==> config.mk <==
export PLATFORM = sky130hd
export DESIGN_NAME = atp_thermal_regs
export DESIGN_NICKNAME = d
export VERILOG_FILES = /design/src/core/atp_pkg.sv /design/src/core/atp_reg8.sv /design/src/core/atp_thermal_regs.sv
export SDC_FILE = /design/constraint.sdc
export NUM_CORES = 1
export LEC_CHECK = 0
export BUFFER_PORTS_ARGS = -buffer_cell sky130_fd_sc_hd__buf_2
export CORE_MARGIN = 2
export CORE_UTILIZATION = 25
export CTS_CLUSTER_DIAMETER = 100
export CTS_CLUSTER_SIZE = 10
export DETAILED_ROUTE_END_ITERATION = 8
export HOLD_SLACK_MARGIN = 0.03
export PLACE_DENSITY = 0.47
export SYNTH_ARGS = -nofsm -noshare
export SYNTH_HDL_FRONTEND = slang
export SYNTH_SLANG_ARGS = --single-unit
==> constraint.sdc <==
create_clock -name clk_sys_in -period 1.9 [get_ports clk_sys_in]
set_input_delay 0.095 -clock clk_sys_in [delete_from_list [all_inputs] [get_ports clk_sys_in]]
set_output_delay 0.095 -clock clk_sys_in [all_outputs]
set_load 0.05 [all_outputs]
==> src/core/atp_pkg.sv <==
// Package: register map, field layout and reset values of the thermal bank
// How it works
// - Channel enable bit 7 turns input current measurement on.
// - Bit 6 turns system rail voltage measurement on.
// - Bit 5 turns charge current measurement on.
// - Bit 4 turns input voltage measurement on.
// - Bit 3 turns battery voltage measurement on.
// - Bit 2 turns thermistor measurement on.
// - Bit 1 turns aux input measurement on; bit 0 reserved.
// - Channel enable register resets to zero.
// - Bits 6:4 of derating lower battery voltage 50 mV per step.
// - Bits 2:0 scale charge current to (8 - code) eighths.
// - Derating register resets to voltage code 011, current code 100.
// - Threshold registers hold 8-bit codes, LSB 4.688 mV.
// - Cold threshold resets to 0x7C.
// - Cool threshold resets to 0x6D.
// - Warm threshold resets to 0x38.
// - Hot threshold resets to 0x27.
package atp_pkg;
	localparam logic [7:0] ATP_OFS_CHAN_EN = 8'h58;
	localparam logic [7:0] ATP_OFS_DERATE = 8'h61;
	localparam logic [7:0] ATP_OFS_COLD = 8'h62;
	localparam logic [7:0] ATP_OFS_COOL = 8'h63;
	localparam logic [7:0] ATP_OFS_WARM = 8'h64;
	localparam logic [7:0] ATP_OFS_HOT = 8'h65;
	localparam logic [7:0] ATP_RST_CHAN_EN = 8'h00;
	localparam logic [7:0] ATP_RST_DERATE = 8'h34;
	localparam logic [7:0] ATP_RST_COLD = 8'h7c;
	localparam logic [7:0] ATP_RST_COOL = 8'h6d;
	localparam logic [7:0] ATP_RST_WARM = 8'h38;
	localparam logic [7:0] ATP_RST_HOT = 8'h27;
	localparam int ATP_BIT_IIN = 7;
	localparam int ATP_BIT_RAIL = 6;
	localparam int ATP_BIT_FAST_CHARGE_CURRENT_SETTING = 5;
	localparam int ATP_BIT_VIN = 4;
	localparam int ATP_BIT_VBAT = 3;
	localparam int ATP_BIT_THERM = 2;
	localparam int ATP_BIT_AUX = 1;
	localparam int ATP_VDER_LSB = 4;
	localparam int ATP_IDER_LSB = 0;
	localparam int ATP_VDER_STEP_MV = 50;
	localparam int ATP_NUM_REGS = 6;

	// Per-channel measurement enables
	typedef struct packed {
		logic input_current_meas_enable;
		logic system_rail_meas_enable;
		logic charge_current_meas_enable;
		logic input_voltage_meas_enable;
		logic battery_voltage_meas_enable;
		logic thermistor_meas_enable;
		logic aux_input_meas_enable;
	} atp_chan_en_t;

	// Thermal profile handed to the charger
	typedef struct packed {
		logic [2:0] warm_voltage_derating;
		logic [2:0] thermal_current_derating;
		logic [8:0] vreg_reduction_mv;
		logic [3:0] current_eighths;
		logic [7:0] cold_threshold_code;
		logic [7:0] cool_threshold_code;
		logic [7:0] warm_threshold_code;
		logic [7:0] hot_threshold_code;
	} atp_profile_t;

	// Register access strobe
	typedef struct packed {
		logic wr;
		logic rd;
		logic [7:0] addr;
		logic [7:0] wdata;
	} atp_req_t;
endpackage

==> src/core/atp_reg8.sv <==
// Single 8-bit read/write register with reset value
`timescale 1ns/100ps
module atp_reg8
	import atp_pkg::*;
#(
	parameter logic [7:0] RST_VAL = 8'h00
) (
	// Clock and reset
	input wire logic clk_sys_in,
	input wire logic sys_rst_in,
	input wire logic ce_in,
	// Write port
	input wire logic wr_in,
	input wire logic [7:0] wdata_in,
	// Stored value
	output logic [7:0] q_out
);
	always_ff @(posedge clk_sys_in) begin
		if (sys_rst_in) begin
			q_out <= RST_VAL;
		end else if (ce_in && wr_in) begin
			q_out <= wdata_in;
		end
	end
endmodule

==> src/core/atp_thermal_regs.sv <==
// Channel enable and thermal charging profile register bank
`timescale 1ns/100ps
module atp_thermal_regs
	import atp_pkg::*;
(
	// Clock, reset, enable
	input wire logic clk_sys_in,
	input wire logic sys_rst_in,
	input wire logic ce_in,
	// Register access from the serial interface decoder
	input wire atp_req_t req_in,
	output logic [7:0] rdata_out,
	output logic rvalid_out,
	output logic addr_hit_out,
	// Configuration to converter and charger
	output atp_chan_en_t chan_en_out,
	output atp_profile_t profile_out
);
	logic [ATP_NUM_REGS-1:0] hit;
	logic [7:0] q [ATP_NUM_REGS];
	logic [7:0] rdata_next;
	logic hit_any;

	localparam logic [7:0] OFS [ATP_NUM_REGS] = '{ATP_OFS_CHAN_EN,
		ATP_OFS_DERATE, ATP_OFS_COLD, ATP_OFS_COOL, ATP_OFS_WARM,
		ATP_OFS_HOT};
	localparam logic [7:0] RSTV [ATP_NUM_REGS] = '{ATP_RST_CHAN_EN,
		ATP_RST_DERATE, ATP_RST_COLD, ATP_RST_COOL, ATP_RST_WARM,
		ATP_RST_HOT};

	// One storage register per offset; reset values set
	// and
	genvar gi;
	generate
		for (gi = 0; gi < ATP_NUM_REGS; gi++) begin : g_reg
			assign hit[gi] = (req_in.addr == OFS[gi]);
			atp_reg8 #(
				.RST_VAL(RSTV[gi])
			) u_reg (
				.clk_sys_in(clk_sys_in),
				.sys_rst_in(sys_rst_in),
				.ce_in(ce_in),
				.wr_in(req_in.wr && hit[gi]),
				.wdata_in(req_in.wdata),
				.q_out(q[gi])
			);
		end
	endgenerate

	assign hit_any = |hit;
	assign addr_hit_out = hit_any;

	// Reserved bits are stored too, so they read back as written
	always_comb begin
		rdata_next = 8'h00;
		for (int i = 0; i < ATP_NUM_REGS; i++) begin
			if (hit[i]) begin
				rdata_next = q[i];
			end
		end
	end

	// Read data registered; unmapped offsets read as zero
	always_ff @(posedge clk_sys_in) begin
		if (sys_rst_in) begin
			rdata_out <= 8'h00;
			rvalid_out <= 1'b0;
		end else if (ce_in) begin
			rvalid_out <= req_in.rd;
			if (req_in.rd) begin
				rdata_out <= rdata_next;
			end
		end
	end

	// Channel enables; bit 0 stays out of the converter
	always_ff @(posedge clk_sys_in) begin
		if (sys_rst_in) begin
			chan_en_out <= '0;
		end else if (ce_in) begin
			chan_en_out.input_current_meas_enable <= q[0][ATP_BIT_IIN];
			chan_en_out.system_rail_meas_enable <= q[0][ATP_BIT_RAIL];
			chan_en_out.charge_current_meas_enable <= q[0][ATP_BIT_FAST_CHARGE_CURRENT_SETTING];
			chan_en_out.input_voltage_meas_enable <= q[0][ATP_BIT_VIN];
			chan_en_out.battery_voltage_meas_enable <= q[0][ATP_BIT_VBAT];
			chan_en_out.thermistor_meas_enable <= q[0][ATP_BIT_THERM];
			chan_en_out.aux_input_meas_enable <= q[0][ATP_BIT_AUX];
		end
	end

	// Derived derating values; reserved bits 7 and 3 ignored
	logic [2:0] vcode;
	logic [2:0] icode;
	assign vcode = q[1][ATP_VDER_LSB +: 3];
	assign icode = q[1][ATP_IDER_LSB +: 3];

	always_ff @(posedge clk_sys_in) begin
		if (sys_rst_in) begin
			profile_out.warm_voltage_derating <= ATP_RST_DERATE[ATP_VDER_LSB +: 3];
			profile_out.thermal_current_derating <=
				ATP_RST_DERATE[ATP_IDER_LSB +: 3];
			profile_out.vreg_reduction_mv <= 9'h096;
			profile_out.current_eighths <= 4'h4;
			profile_out.cold_threshold_code <= ATP_RST_COLD;
			profile_out.cool_threshold_code <= ATP_RST_COOL;
			profile_out.warm_threshold_code <= ATP_RST_WARM;
			profile_out.hot_threshold_code <= ATP_RST_HOT;
		end else if (ce_in) begin
			profile_out.warm_voltage_derating <= vcode;
			profile_out.thermal_current_derating <= icode;
			profile_out.vreg_reduction_mv <=
				9'(int'(vcode) * ATP_VDER_STEP_MV);
			profile_out.current_eighths <= 4'h8 - {1'b0, icode};
			profile_out.cold_threshold_code <= q[2];
			profile_out.cool_threshold_code <= q[3];
			profile_out.warm_threshold_code <= q[4];
			profile_out.hot_threshold_code <= q[5];
		end
	end
endmodule

# == Yosys cells after proc, flatten, opt, wreduce, memory -nomap -nowiden ==
# Cells that the tools add are included.
# word_totals
output_inout_bits,68
in_bits,21
elab_cells,51
reg_bits,114
# classes
n_mul,1
n_addsub,1
eq_ne,6
mux,6
n_reduce_logical,14
# ops
operator,count
"== test 8 x 7 -> 1 bit, second input constant",6
two-way mux 8 bit,6
logical AND 1 bit,12
"multiplier 3 x 5 -> 8 bit, second input constant",1
OR reduction 6 bit,1
"subtractor 4 x 3 -> 4 bit, first input constant",1
AND reduction 2 bit,1

# == Logic depth before layout (Yosys ltp) ==
# Gate-level depths: netlist of the first run.
# logic_depth
word_depth,7
mapped_depth,7
mapped_depth_nobuf,7

# == Modules after synthesis ==
# Synthesis of the first run repeated with hierarchy kept, for this count alone.
# unflattened
cells_unflattened,507
hier_area_um2,4902.2
# modules_own_cells
module,cells_per_inst,seq_area_each_um2,instances,area_per_inst_um2
atp_thermal_regs,310,1221.2,1,2844.0
atp_reg8 at g_reg[1].u_reg ...,33,160.2,2,351.6
atp_reg8 at g_reg[2].u_reg ...,31,160.2,2,327.8
atp_reg8 at g_reg[0].u_reg,37,160.2,1,366.6
atp_reg8 at g_reg[5].u_reg,32,160.2,1,332.8

# == Least setup slack after synthesis of the first run ==
# No wires, ideal clock.
# synth_path
path_type,register -> register
start,register g_reg[1].u_reg.q_out[5]
end,register profile_out[43] (netlist bit)
setup_ns,0.123
t_arrival_ns,1.389
required_ns,1.777
path_slack_ns,0.388
synth_period_minus_slack_ns,1.512
path_stages_with_launch,8
n_path_buf,0
path_cell_list,dfxtp_1 inv_1 ha_1 inv_1 ha_1 xnor2_1 a21oi_1 or2_2
# synth_via
elab_chain_cells,1
# synth_rtl
element,line,text
start: declaration,atp_reg8.sv:16,output logic [7:0] q_out
start signal: assignment,atp_reg8.sv:22,q_out <= wdata_in;
multiplier 3 x 5 -> 8 bit,atp_thermal_regs.sv:112,9'(int'(vcode) * ATP_VDER_STEP_MV);
end: declaration,atp_thermal_regs.sv:17,output atp_profile_t profile_out
# No other way between the ends.
# A chain may end at the register's enable or synchronous reset.

# == Final worst setup path of the first run ==
# layout_path
start,input port req_in[8] (netlist bit)
end,output port addr_hit_out
# layout_via
elab_chain_cells,2
elab_cells_between_ends,7
cone_classes,eq/ne: 6; reduce/logical: 1
# layout_rtl
element,line,text
start: declaration,atp_thermal_regs.sv:11,"input wire atp_req_t req_in,"
== test 8 x 7 -> 1 bit,atp_thermal_regs.sv:36,assign hit[gi] = (req_in.addr == OFS[gi]);
OR reduction 6 bit (*),atp_thermal_regs.sv:50,assign hit_any = |hit;
end: declaration,atp_thermal_regs.sv:14,"output logic addr_hit_out,"
# Mark *: on every way between the ends. The rest lies on a longest branch, timed or not.

==> results.toml, run 1 <==
[cts]
cts.clk_slew.worst_paths_ns = 0.07
ctsResizeCount = 0
clock-root-buffer = "clkbuf_16"
htree_levels = 3
cts_made_buffers = 9
cts_tree = "built"
clk-insertion-delay-late_ns = 0.36
cts.sinks = 109
cts_buffer_depth = 2

[place]
placed_area_um2 = 5147
post-dp-hpwl_mm = 8.914
globalplace.congestion = 0.8013
portBuffers = 87

[final_layout]
drive_gt1_share_pct = 22.87
synthToLayoutAreaGrowth_pct = 19.56
fillers = 1911
antenna_cells = 0
final_area_um2 = 5438
nets = 550

[setup_path]
cp-end-kind = "output pin"
worstSetupStartpoint = "req_in[8]"
ff2ff_path_depth = 6
crit_type = "in -> out"
worstPathMaxFanout = 9
crit_required_ns = 1.80
reg2reg_slack_ns = 0.33
arrival_ns = 1.52
rr_startpoint = "g_reg[1].u_reg.q_out[6]"
critPathLaunchType = "primary input"
regToRegEndpoint = "profile_out[43]"

[floorplan]
rows = 49
fp.dieArea_um2 = 19290
core-area_um2 = 17900
io_pins = 89
fp.dieW_um = 138.9
start_util_pct = 25.41
die_h_um = 138.9

[synthesis]
syn-num-nets = 478
seq_area_frac_synth_pct = 47.98
synth_edf_count = 0
synthFlopType = "dfxtp_1"
syn_area_um2 = 4548
async_reset_ff_share_pct = 0
yosys.cell_types.count = 38
synth_most_common_cell = "dfxtp_1"
syn_area_per_cell_um2 = 10.06
syn_inst = 452
synth_top_cell_area_share_pct = 47.98
synth_seq_cells = 109
synth.top_cells.by_area = "dfxtp_1 (48%), mux2i_1 (13%), a211o_1 (7.7%)"
ys_warn_count = 0
synth_area_leader_cell = "dfxtp_1"
synthTopCellsByCount = "dfxtp_1 (109), nor2_1 (74), mux2i_1 (59)"

[min_path]
hold_end = "g_reg[3].u_reg.q_out[2]"
hp-start = "req_in[2]"
hold_depth = 2
hp-class = "in -> reg"

[drt]
drtIter0Drc = 253
detail-route-antenna-nets = 0
post_drt_wl_per_cell_um = 16.37
vias = 3447
drc = 0
routed_via_density = 4.547
dr.pass1.iters = 4
wirelength_mm = 12.41

[timing]
tightest_slew_ns = 0.7780
period_minus_slack_ns = 1.613
slew_violations = 0
fin_setup_tns_ns = 0
slew_headroom_pct = 48.13
rsz0062_at_grt = "false"
setup_viol = 0
hold_ws_ns = 0.04394
hold_viol_final = 0
fin_crit_sh_pct = 84.87
skew_ns = 0.007004
max_freq_mhz = 620.1

[grt]
grt_pass1_wl_mm = 19.27
track_usage_pct = 12.84
grt_overflow = 0
antenna_found_initial = 0
grt_pass1_vias = 3311
grt_max_degree = 58

[pwr]
p_leak_nw = 2.427
power.density_nw_per_um2 = 829.2
peakVddDrop_mv = 0.4605

[status]
status = "complete, no violations"

[flow_run]
max_cap_viol_count = 0
[layout make-up]
type	count	area, um2	share of cell area [%]
Sequential cell	109	2182	40.13
Multi-Input combinational cell	293	2107	38.75
Timing Repair Buffer	100	540.5	9.940
Tap cell	229	286.5	5.269
Clock buffer	13	260.3	4.786
Inverter	11	41.29	0.7593
Clock inverter	3	20.02	0.3682
[worst max path at each step]
stage,to,slack [ns]
final,addr_hit_out,0.29
after global routing,addr_hit_out,0.16
after CTS,addr_hit_out,0.26
after detailed placement,rdata_out[1],0.23
after global placement,rdata_out[1],0.30
after floorplan,profile_out[43],0.39
[worst max-delay path, stage by stage]
cell and delay, ns:
buf_2 0.14, nor4b_1 0.43, and2_1 0.42, or2_2 0.18
buf_2 0.25
[per-layer routing]
metal | GRT usage (%) | vias to the layer above | wire length, um
met5 | 0 | - | 0
met4 | 4.944 | 0 | 204
met3 | 3.142 | 13 | 733
met2 | 19.39 | 88 | 5418
met1 | 17.70 | 1607 | 6055
li1 | - | 1739 | -
[stage by stage]
step | total power [mW] | util [%] | worst slack (ns) | std cells
2_1_floorplan | 2.638 | - | 0.3875 | 452
3_3_place_gp | 2.748 | 28.75 | 0.3026 | 741
3_5_place_dp | 2.752 | 28.75 | 0.2342 | 741
4_1_cts | 4.574 | 30.37 | 0.2568 | 758
6_report | 4.509 | 30.37 | 0.2875 | 758
5_1_grt | 4.677 | 30.37 | 0.1614 | 758
[power breakdown]
part,switching [mW],internal [mW],leakage [nW],total [mW]
sequential,0.0112,2.31,0.883,2.32
combinational,0.268,0.110,1.41,0.378
clock,0.851,0.961,0.132,1.81
[cells in the final DEF, fill, tap and decap left out, types with 2 or more instances in the layout]
cell type	n
a21oi_1	3
o31ai_1	8
inv_1	11
a222oi_1	8
a211o_1	40
nor2_1	74
mux2i_1	59
nand4_1	2
and2_1	2
or2_2	3
nor3_1	3
dfxtp_1	109
clkbuf_8	2
clkbuf_16	9
clkbuf_1	2
a21o_1	8
nand2_1	9
ha_1	5
buf_4	14
a211oi_1	8
buf_2	85
nor2b_1	37
a22o_1	8
clkinvlp_4	2
[logic make-up (layout without fill, tap and decap cells)]
kind of cell    count (synthesis)  in the layout  share of synthesized area (%)
compound gates                 84             84                          15.49
fa+ha+maj                       5              5                          1.376
flops                         109            109                          47.98
buf+inv                        50            127                          5.694
xor+xnor                        2              2                         0.3852
other cells                     1              1                        0.08245
mux                            59             59                          12.98
simple gates                  142            142                          16.01
[repair_timing]
action | CTS | global route
hold buffers | 1 | 0
hold endpoints to repair | 1 | 0
buffers inserted | 0 | 0
[state kept, by name, summed over array words and instances, names as in the netlist]
register       flops
profile_out       45
chan_en_out        7
rvalid_out         1
rdata_out          8
g.u_reg.q_out     48
Note: power is estimated with default switching activity, not from simulation.
==> run 2, diff against run 1 <==
--- a/config.mk
+++ b/config.mk
@@ -12,7 +12,7 @@
 export CTS_CLUSTER_SIZE = 10
 export DETAILED_ROUTE_END_ITERATION = 8
 export HOLD_SLACK_MARGIN = 0.03
-export PLACE_DENSITY = 0.47
+export PLACE_DENSITY = 0.49
 export SYNTH_ARGS = -nofsm -noshare
 export SYNTH_HDL_FRONTEND = slang
 export SYNTH_SLANG_ARGS = --single-unit
==> constraint.sdc (replaced) <==
create_clock -name clk_sys_in -period 1.4 [get_ports clk_sys_in]
set_input_delay 0.07 -clock clk_sys_in [delete_from_list [all_inputs] [get_ports clk_sys_in]]
set_output_delay 0.07 -clock clk_sys_in [all_outputs]
set_load 0.05 [all_outputs]
==> results.toml, run 2 (synthesized netlist as in run 1, its figures left out) <==
[status]
status = "complete, but fails checks"
failed_checks = "setup timing"

[cts]
cts_made_buffers = 9
htree_levels = 3
clock-root-buffer = "clkbuf_16"
cts.clk_slew.worst_paths_ns = 0.07
cts_tree = "built"
cts.sinks = 109
clk-insertion-delay-late_ns = 0.35
cts_buffer_depth = 2

[grt]
met1_usage_pct = 17.82
grt_max_degree = 48
track_usage_pct = 13.26
busiest_layer = "met2"
grt_pass1_vias = 3551
antenna_found_initial = 0
grt_util_met2_pct = 20.27
grt_pass1_wl_mm = 20.02
grtUsageMet3_pct = 3.557
grt_overflow = 0

[floorplan]
die_h_um = 138.9
rows = 49
io_pins = 89
start_util_pct = 25.41
core-area_um2 = 17900
fp.dieArea_um2 = 19290
fp.dieW_um = 138.9

[final_layout]
top_register = "g.u_reg.q_out"
final_core_util_pct = 32.04
nets = 569
synthToLayoutAreaGrowth_pct = 26.11
final_common_cell = "dfxtp_1"
largest_register_ffs = 48
fillers = 1894
layoutNonFillerInstCount = 777
drive_gt1_share_pct = 27.01
final_cell_mix = "dfxtp_1 (108), buf_2 (84), nor2_1 (74)"
final_area_um2 = 5736
top_regs = "g.u_reg.q_out (48), profile_out (45), rdata_out (8)"
antenna_cells = 0

[setup_path]
rr_startpoint = "g_reg[1].u_reg.q_out[5]"
worstSetupStartpoint = "g_reg[1].u_reg.q_out[5]"
path_cells = "inv_2 -> ha_4 -> inv_2 -> ha_4 -> xnor2_2 -> a21oi_2 -> or2_4"
critPathLaunchType = "register"
crit_required_ns = 1.64
critPathSlowestCell = "dfxtp_4"
cp-end-kind = "register"
cpPeakStageDelay_ns = 0.37
crit_type = "reg -> reg"
worstPathMaxFanout = 4
arrival_ns = 1.64

[drt]
post_drt_wl_per_cell_um = 16.43
drc = 0
drtIter0Drc = 191
wirelength_mm = 12.76
routed_via_density = 4.616
detail-route-antenna-nets = 0
vias = 3587
dr.pass1.iters = 8

[timing]
fin_crit_sh_pct = 100.3
hold_ws_ns = 0.03911
hold_viol_final = 0
slew_headroom_pct = 54.52
setup_slack_ns = -0.004272
period_minus_slack_ns = 1.404
setup_viol = 1
tightest_slew_ns = 0.6822
rsz0062_at_grt = "true"
max_freq_mhz = 712.1
skew_ns = 0.008969
slew_violations = 0
fin_setup_tns_ns = -0.004272

[pwr]
seq_power_share_pct = 51.5
clockPowerShare_pct = 39.6
peakVddDrop_mv = 0.5819
power_mw = 6.112
power.density_nw_per_um2 = 1066
p_comb_share_pct = 8.9
swShare_pct = 24.52
switching_power_mw = 1.499
p_leak_nw = 2.568
intPower_mw = 4.613

[min_path]
hp-class = "in -> reg"
hp-start = "req_in[4]"

[place]
dp_cells = 760
globalplace.congestion = 0.8350
place_ws_ns = -0.1781
post-dp-hpwl_mm = 9.497
placed_area_um2 = 5396
portBuffers = 87

[flow_run]
max_cap_viol_count = 0
## run 2: what timing repair did
item                                    in CTS  in global routing
setup buffers                                0                  0
endpoints found under the setup margin       2                  2
resized for setup                            9                  1
hold endpoints to repair                     4                  0
pin swaps                                    0                  0
hold buffers                                 2                  0
## run 2: worst max-delay path: cells and delay by family (launching register included)
kind | cells | cell delay (ns)
compound gates | 1 | 0.07
xor+xnor | 1 | 0.15
fa+ha+maj | 2 | 0.40
buf+inv | 2 | 0.08
flops | 1 | 0.37
simple gates | 1 | 0.22
## run 2: worst paths after layout
path	depth (start not counted)	to	slack, ns
max	7	profile_out[43]	-0.004
min	2	g_reg[4].u_reg.q_out[4]	0.04
max reg2reg	7	profile_out[43]	-0.004
min reg2reg	2	rdata_out[3]	0.49
## run 2: per-layer routing
layer  up-vias  share of wire (%)
met1      1689                 48
li1       1783                  -
met3        16                5.5
met4         0                1.9
met2        99                 44
met5         -                  0
## run 2: layout make-up
type	count	area [um2]	area share (%)
clock inverter	3	20.02	0.3490
timing repair buffer	119	788.3	13.74
inverter	11	41.29	0.7199
clock buffer	13	260.3	4.538
tap	229	286.5	4.996
sequential	109	2186	38.11
multi-input combinational	293	2153	37.54
## run 2: power by group through the flow
stage                     combinational (mW)  clock, mW  sequential [mW]
after floorplan                        0.253          0             3.33
after detailed placement               0.543          0             3.22
after global routing                   0.585       2.64             3.15
after CTS                              0.551       2.51             3.15
final                                  0.546       2.42             3.14
after global placement                 0.537          0             3.22
